[src/hw/bus_reset_consts.svh]
// Constants for the bus reset and gap count control block.
// Behaviour
// - Start-reset write begins bus reset then initialisation.
// - Start-reset write loads hold-off and gap fields.
// - Sent or received config packets load both fields.
// - Two resets without update force gap 63.
// - Own register-started reset keeps written gap value.
`ifndef BUS_RESET_CONSTS_SVH
`define BUS_RESET_CONSTS_SVH

// Register indices; the byte address is four times the index.
`define REG_IDX_RESET_GAP 1
`define REG_IDX_STATUS 2
`define REG_ADDR_RESET_GAP 8'h04
`define REG_ADDR_STATUS 8'h08

// Field positions inside the reset and gap control register.
`define FLD_HOLDOFF_BIT 7
`define FLD_START_BIT 6
`define FLD_GAP_MSB 5
`define FLD_GAP_LSB 0

// Field positions inside the status register.
`define FLD_ST_RESET_BIT 0
`define FLD_ST_INIT_BIT 1
`define FLD_ST_CNT_LSB 2
`define FLD_ST_CNT_MSB 3

// Reset values and the fall-back gap count.
`define GAP_MAX 6'h3F
`define GAP_RESET 6'h3F
`define HOLDOFF_RESET 1'b0
`define RESETS_TO_FALLBACK 2'h2

// Timing: bus reset signalling length, rounded up to whole cycles.
`define CLK_PERIOD_NS 20
`define BUS_RESET_TIME_NS 2000
`define BUS_RESET_CYCLES ((`BUS_RESET_TIME_NS + `CLK_PERIOD_NS - 1) / `CLK_PERIOD_NS)

`endif

[src/hw/bus_reset_pkg.sv]
// Types shared by the bus reset and gap count control block.
package bus_reset_pkg;
    typedef enum logic [1:0] {
        ST_IDLE,
        ST_RESET,
        ST_INIT
    } reset_state_t;

    typedef logic [5:0] gap_count_t;
    typedef logic [1:0] reset_cnt_t;
endpackage

[src/hw/gap_update_if.sv]
// Carrier of gap count updates between the control logic and the tracker.
`timescale 1ns/100ps
interface gap_update_if;
    import bus_reset_pkg::*;
    logic load;
    logic load_holdoff;
    gap_count_t load_gap;
    logic reset_evt;
    logic holdoff;
    gap_count_t gap;
    reset_cnt_t reset_cnt;

    modport tracker (
        input load,
        input load_holdoff,
        input load_gap,
        input reset_evt,
        output holdoff,
        output gap,
        output reset_cnt
    );
    modport user (
        output load,
        output load_holdoff,
        output load_gap,
        output reset_evt,
        input holdoff,
        input gap,
        input reset_cnt
    );
endinterface

[src/hw/bus_reset_gap_count_control.sv]
// Bus reset sequencing and gap count control with an APB register slave.
`timescale 1ns/100ps
`include "bus_reset_consts.svh"
module bus_reset_gap_count_control
    import bus_reset_pkg::*;
(
    input wire logic clock,
    input wire logic reset_n,
    input wire logic psel,
    input wire logic penable,
    input wire logic pwrite,
    input wire logic [7:0] paddr,
    input wire logic [31:0] pwdata,
    output logic [31:0] prdata,
    output logic pready,
    output logic pslverr,
    input wire logic cfg_rx_valid,
    input wire logic cfg_rx_holdoff,
    input wire logic [5:0] cfg_rx_gap,
    input wire logic cfg_tx_valid,
    input wire logic cfg_tx_holdoff,
    input wire logic [5:0] cfg_tx_gap,
    input wire logic bus_reset_seen,
    input wire logic init_done,
    output logic bus_reset_active,
    output logic bus_init_active,
    output logic root_holdoff_flag,
    output logic [5:0] gap_count
);
    // The reset length is counted in whole clock cycles, so the period
    // constant must follow any change of the clock, or the signalling would
    // run short of its minimum length.
    localparam logic [7:0] RESET_CYCLES = 8'(`BUS_RESET_CYCLES);

    // The tracker owns the hold-off flag, the gap count and the reset count;
    // this module only tells it what was loaded and when a reset began.
    gap_update_if upd ();

    gap_count_tracker u_tracker (
        .clock(clock),
        .reset_n(reset_n),
        .upd(upd)
    );

    // Register map, one aligned word each:
    //   control word: hold-off flag, start-reset trigger and gap count;
    //   status word: reset and initialisation phases and the reset count.
    // Bits above the low byte read as zero and are ignored on write.

    // APB decode: access phase is the only moment a write takes effect.
    logic setup_phase;
    logic access_phase;
    logic hit_gap;
    logic hit_status;
    logic mapped;
    logic wr_gap;
    logic start_reset_bit;

    assign setup_phase = psel && !penable;
    assign access_phase = psel && penable;
    assign hit_gap = (paddr == `REG_ADDR_RESET_GAP);
    assign hit_status = (paddr == `REG_ADDR_STATUS);
    assign mapped = hit_gap || hit_status;
    assign wr_gap = access_phase && pwrite && hit_gap;
    assign start_reset_bit = pwdata[`FLD_START_BIT];

    // Zero wait states; an unmapped address answers with an error.
    // Nothing here ever needs more than one cycle, so no ready logic is kept.
    assign pready = 1'b1;
    assign pslverr = access_phase && !mapped;

    // Update source priority: register write, then sent packet, then received.
    // A packet that loses to a write in the same cycle is dropped.
    // Every write loads both fields because they share one register with the
    // start bit; a well-behaved controller only writes with the start bit set.
    always_comb begin
        upd.load = 1'b0;
        upd.load_holdoff = upd.holdoff;
        upd.load_gap = upd.gap;
        if (wr_gap) begin
            upd.load = 1'b1;
            upd.load_holdoff = pwdata[`FLD_HOLDOFF_BIT];
            upd.load_gap = pwdata[`FLD_GAP_MSB:`FLD_GAP_LSB];
        end else if (cfg_tx_valid) begin
            upd.load = 1'b1;
            upd.load_holdoff = cfg_tx_holdoff;
            upd.load_gap = cfg_tx_gap;
        end else if (cfg_rx_valid) begin
            upd.load = 1'b1;
            upd.load_holdoff = cfg_rx_holdoff;
            upd.load_gap = cfg_rx_gap;
        end
    end

    // Bus reset start: our own start-reset write or a reset seen on the cable.
    logic start_req;

    assign start_req = (wr_gap && start_reset_bit) || bus_reset_seen;
    assign upd.reset_evt = start_req;

    // Reset and initialisation sequencer state.
    reset_state_t state_q;
    reset_state_t state_d;
    logic [7:0] timer_q;
    logic [7:0] timer_d;

    // A new start request restarts the reset signalling from any state, so a
    // reset arriving during initialisation is never lost. The price is that a
    // stream of requests closer than the reset length keeps the bus in reset.
    always_comb begin
        state_d = state_q;
        timer_d = timer_q;
        if (start_req) begin
            state_d = ST_RESET;
            timer_d = RESET_CYCLES - 8'h01;
        end else begin
            case (state_q)
                ST_IDLE: begin
                    timer_d = 8'h00;
                end
                ST_RESET: begin
                    if (timer_q == 8'h00) begin
                        state_d = ST_INIT;
                    end else begin
                        timer_d = timer_q - 8'h01;
                    end
                end
                ST_INIT: begin
                    if (init_done) begin
                        state_d = ST_IDLE;
                    end
                end
                default: begin
                    state_d = ST_IDLE;
                    timer_d = 8'h00;
                end
            endcase
        end
    end

    always_ff @(posedge clock) begin
        if (!reset_n) begin
            state_q <= ST_IDLE;
            timer_q <= 8'h00;
        end else begin
            state_q <= state_d;
            timer_q <= timer_d;
        end
    end

    // Status outputs come from flip-flops so they are glitch free.
    // They follow the next state, so they change on the same edge as it.
    logic reset_act_q;
    logic reset_act_d;
    logic init_act_q;
    logic init_act_d;

    always_comb begin
        reset_act_d = (state_d == ST_RESET);
        init_act_d = (state_d == ST_INIT);
    end

    always_ff @(posedge clock) begin
        if (!reset_n) begin
            reset_act_q <= 1'b0;
            init_act_q <= 1'b0;
        end else begin
            reset_act_q <= reset_act_d;
            init_act_q <= init_act_d;
        end
    end

    // The flag and the gap leave straight from the tracker's flip-flops.
    assign bus_reset_active = reset_act_q;
    assign bus_init_active = init_act_q;
    assign root_holdoff_flag = upd.holdoff;
    assign gap_count = upd.gap;

    // Read data is captured in the setup phase so that it stands registered
    // through the access phase. The start bit reads back as zero because it
    // only triggers; software reads the sequencer state in the status word.
    logic [31:0] gap_word;
    logic [31:0] status_word;
    logic [31:0] rdata_q;
    logic [31:0] rdata_d;

    // Control word: hold-off flag and gap count as the tracker holds them now,
    // which after a sent packet are already the packet's values.
    always_comb begin
        gap_word = 32'h0000_0000;
        gap_word[`FLD_HOLDOFF_BIT] = upd.holdoff;
        gap_word[`FLD_GAP_MSB:`FLD_GAP_LSB] = upd.gap;
    end

    // Status word: sequencer phase and the count of resets since the last update.
    always_comb begin
        status_word = 32'h0000_0000;
        status_word[`FLD_ST_RESET_BIT] = reset_act_q;
        status_word[`FLD_ST_INIT_BIT] = init_act_q;
        status_word[`FLD_ST_CNT_MSB:`FLD_ST_CNT_LSB] = upd.reset_cnt;
    end

    // An unmapped address reads zero alongside its error response.
    always_comb begin
        rdata_d = rdata_q;
        if (setup_phase) begin
            rdata_d = 32'h0000_0000;
            if (hit_gap) begin
                rdata_d = gap_word;
            end else if (hit_status) begin
                rdata_d = status_word;
            end
        end
    end

    always_ff @(posedge clock) begin
        if (!reset_n) begin
            rdata_q <= 32'h0000_0000;
        end else begin
            rdata_q <= rdata_d;
        end
    end

    assign prdata = rdata_q;
endmodule

[src/hw/gap_count_tracker.sv]
// Holds the hold-off flag and gap count and applies the reset fall-back.
`timescale 1ns/100ps
`include "bus_reset_consts.svh"
module gap_count_tracker
    import bus_reset_pkg::*;
(
    input wire logic clock,
    input wire logic reset_n,
    gap_update_if.tracker upd
);
    logic holdoff_q;
    logic holdoff_d;
    gap_count_t gap_q;
    gap_count_t gap_d;
    reset_cnt_t cnt_q;
    reset_cnt_t cnt_d;

    // An update clears the count; a reset in the same cycle then counts as the first.
    // A reset started by our own write therefore keeps the written gap.
    always_comb begin
        holdoff_d = holdoff_q;
        gap_d = gap_q;
        cnt_d = cnt_q;
        if (upd.load) begin
            holdoff_d = upd.load_holdoff;
            gap_d = upd.load_gap;
            cnt_d = upd.reset_evt ? 2'h1 : 2'h0;
        end else if (upd.reset_evt) begin
            if (cnt_q != `RESETS_TO_FALLBACK) begin
                cnt_d = cnt_q + 2'h1;
            end
            if (cnt_q + 2'h1 >= `RESETS_TO_FALLBACK) begin
                gap_d = `GAP_MAX;
            end
        end
    end

    always_ff @(posedge clock) begin
        if (!reset_n) begin
            holdoff_q <= `HOLDOFF_RESET;
            gap_q <= `GAP_RESET;
            cnt_q <= 2'h0;
        end else begin
            holdoff_q <= holdoff_d;
            gap_q <= gap_d;
            cnt_q <= cnt_d;
        end
    end

    assign upd.holdoff = holdoff_q;
    assign upd.gap = gap_q;
    assign upd.reset_cnt = cnt_q;
endmodule

[config.mk]
export PLATFORM = sky130hd
export DESIGN_NAME = bus_reset_gap_count_control
export DESIGN_NICKNAME = d
export VERILOG_FILES = /design/src/hw/bus_reset_pkg.sv /design/src/hw/gap_update_if.sv /design/src/hw/bus_reset_gap_count_control.sv /design/src/hw/gap_count_tracker.sv
export VERILOG_INCLUDE_DIRS = /design/src /design/src/hw
export SDC_FILE = /design/constraint.sdc
export NUM_CORES = 1
export LEC_CHECK = 0
export ABC_AREA = 1
export BUFFER_PORTS_ARGS = -buffer_cell sky130_fd_sc_hd__buf_2
export CAP_MARGIN = 40
export CORE_MARGIN = 10
export CORE_UTILIZATION = 45
export CTS_CLUSTER_SIZE = 14
export DETAILED_ROUTE_END_ITERATION = 8
export PLACE_DENSITY = 0.91
export SYNTH_ARGS = -nofsm -noshare
export SYNTH_HDL_FRONTEND = slang
export SYNTH_HIERARCHICAL = 1
export SYNTH_SLANG_ARGS = --single-unit
[constraint.sdc]
create_clock -name clock -period 2 [get_ports clock]
set_input_delay 0.3 -clock clock [delete_from_list [all_inputs] [get_ports clock]]
set_output_delay 0.3 -clock clock [all_outputs]
set_load 0.02 [all_outputs]
==> flow_metrics.env <==
export IMPL_yosysMostFrequentCell="nand2_1"
export IMPL_power_density_mw_per_mm2=648
export IMPL_yosys_top_cells_area="dfxtp_1, nand2_1, buf_4"
export IMPL_nFillCells=371
export IMPL_place_ws_ns=0.223
export IMPL_grt_pass1_vias=1866
export IMPL_final_nets=405
export IMPL_fin_area_sq_mm=0.00217
export IMPL_htreeDepth=1
export IMPL_timing_hold_ws_ns=0.395
export IMPL_cts_setup_buffers=0
export IMPL_p_sw_mw=0.431
export IMPL_diodes=0
export IMPL_maxCapViolations=0
export IMPL_grt_start_max_net_pins=22
export IMPL_clock_latency_ns=0.27
export IMPL_period_needed_ns=1.50
export IMPL_worst_slack_ns=0.498
export IMPL_track_usage_pct=12.4
export IMPL_avgSynthCellArea_sq_um=6.63
export IMPL_synth_edf_count=0
export IMPL_grt_util_met1_pct=12.2
export IMPL_rsz0062_at_grt="no"
export IMPL_cts_buffers=3
export IMPL_cp_data_arrival_time_ns=1.65
export IMPL_path_max_fanout=12
export IMPL_grtUsageMet2_pct=23.8
export IMPL_grt_pass1_wl_um=7860
export IMPL_regArea_sq_um=561
export IMPL_ir_worst_vdd_mv=0.300
export IMPL_placedInstanceArea_sq_mm=0.00210
export IMPL_clock_fmax_mhz=666
export IMPL_io_buffers=55
export IMPL_gp_congestion=0.875
export IMPL_drive_gt1_share_pct=23.7
export IMPL_globalRouteMet3Util_pct=4.78
export IMPL_seq_power_share_pct=44.1
export IMPL_finalClockSkew_ns=0.00158
export IMPL_syn_inst=286
export IMPL_synth_warnings=6
export IMPL_fp_coreArea_sq_mm=0.00403
export IMPL_synth_main_ff_cell="dfxtp_1"
export IMPL_cts_repair_resized=0
export IMPL_first_pass_iters=4
export IMPL_cts_sinks=28
export IMPL_cts_clk_slew_worst_paths_ns=0.09
export IMPL_report_final_slew_viol_count=0
export IMPL_dieArea_sq_mm=0.00721
export IMPL_grt_antenna_before_repair=0
export IMPL_timing_setup_tns_ns=0
export IMPL_p_leak_nw=1.16
export IMPL_cp_required_ns=2.15
export IMPL_yosys_area_top_type="dfxtp_1"
export IMPL_hold_viol_final=0
export IMPL_busiest_layer="met2"
export IMPL_dieWidth_um=84.9
export IMPL_area_growth_pct=14.4
export IMPL_ant_nets=0
export IMPL_critPathLaunchType="input port"
export IMPL_switching_share_pct=30.6
export IMPL_ys_seq_area_share_pct=29.6
export IMPL_final_period_utilization_pct=75.1
export IMPL_drt_iter0_drc=54
export IMPL_syn_cell_area_sq_mm=0.00190
export IMPL_clkPwrFrac_pct=31.2
export IMPL_wl_per_cell_um=11.8
export IMPL_async_flop_share_pct=0
export IMPL_cts_tree="built"
export IMPL_end_kind="flop"
export IMPL_ys_seq_elements=28
export IMPL_viasPerCell=4.67
export IMPL_hp_class="input port to flop"
export IMPL_rows=23
export IMPL_start_util_pct=47.1
export IMPL_crit_type="input port to flop"
export IMPL_max_clock_path_buffers=2
export IMPL_synth_top_cell_area_share_pct=29.6
export IMPL_fp_dieH_um=84.9
export IMPL_io_pins=106
export IMPL_finalSetupViolCount=0
export IMPL_vias=1811
export IMPL_status="finished clean"
export IMPL_drc=0
export IMPL_intPower_mw=0.977
export IMPL_cts_hold_buf=0
export IMPL_yosysUniqueCellTypes=31
export IMPL_multi_input_area_sq_mm=0.00105
export IMPL_dp_hpwl_um=3810
export IMPL_overflow=0
export IMPL_wl_um=4580
export IMPL_synth_commonest_cells="nand2_1, nand3_1, nor2_1, inv_1, dfxtp_1"
export IMPL_ctsRootBufferMaster="clkbuf_8"
export IMPL_pwr_share_comb_pct=24.7
-- cell type report --
cell class / instances / share of cell area [%]
multi-input combinational: 214 / 48.5
timing repair buffer: 57 / 13.4
tap: 50 / 2.88
inverter: 35 / 6.17
sequential: 28 / 25.8
clock inverter: 1 / 1.38
clock buffer: 3 / 1.90
-- registers in the layout, indices dropped and copies added, names as in the netlist --
name	flops
bus_init_active	1
bus_reset_active	1
prdata	7
state_q	2
timer_q	8
u_tracker/upd.gap	6
u_tracker/upd.holdoff	1
u_tracker/upd.reset_cnt	2
-- metrics by stage --
stage	total power [mW]	utilization (%)	cells
floorplan	0.919	-	310
global placement	0.966	52.1	384
detailed placement	0.978	52.1	384
CTS	1.41	53.9	388
global route	1.49	53.9	388
finish	1.41	53.9	388
-- routing by layer --
metal | up-vias | routed length, um | share of wire, %
li1 | 960 | - | -
met1 | 785 | 1800 | 39
met2 | 62 | 2380 | 52
met3 | 4 | 361 | 7.9
met4 | 0 | 38 | 0.83
met5 | - | 0 | 0
-- power groups by stage --
stage	clock, mW	combinational (mW)	sequential, mW
floorplan	0	0.265	0.654
global placement	0	0.335	0.632
detailed placement	0	0.345	0.633
CTS	0.446	0.348	0.620
global route	0.464	0.395	0.627
finish	0.439	0.348	0.621
-- critical path, cell delays in order --
cell	delay, ns
buf_2	0.09
nor2_1	0.09
nand2_1	0.15
nor2_8	0.23
nand2_2	0.17
nand3_1	0.14
inv_2	0.11
nand2_2	0.15
inv_2	0.08
nand2_1	0.06
nand3_1	0.07
-- worst paths after layout --
check,from,to,slack (ns),cells after the start
hold reg to reg,prdata[2],prdata[2],0.50,2
setup / recovery,paddr[7],u_tracker/upd.gap[1],0.50,11
setup reg to reg,timer_q[0],timer_q[6],0.50,9
hold / removal,bus_reset_seen,state_q[1],0.40,4
-- cell families (layout without fill, tap and decap cells) --
| kind of cell | after synthesis | in the layout | synth area share [%] |
|---|---|---|---|
| simple gates | 140 | 140 | 34.2 |
| other cells | 2 | 26 | 0.396 |
| fa+ha+maj | 3 | 3 | 1.98 |
| buf+inv | 68 | 96 | 19.7 |
| xor+xnor | 3 | 3 | 1.39 |
| compound gates | 42 | 42 | 12.8 |
| flops | 28 | 28 | 29.6 |
-- cells in the final DEF, fill, tap and decap left out, types with 4 or more instances in the layout --
cell / instances
inv_1: 31
conb_1: 26
nand2_1: 56
nor2_2: 4
a21oi_1: 15
nand3_1: 35
nand2_2: 4
nor2_1: 32
dfxtp_1: 28
o21ai_0: 19
o211ai_1: 4
buf_2: 55
Note: power is estimated with default switching activity, not from simulation.
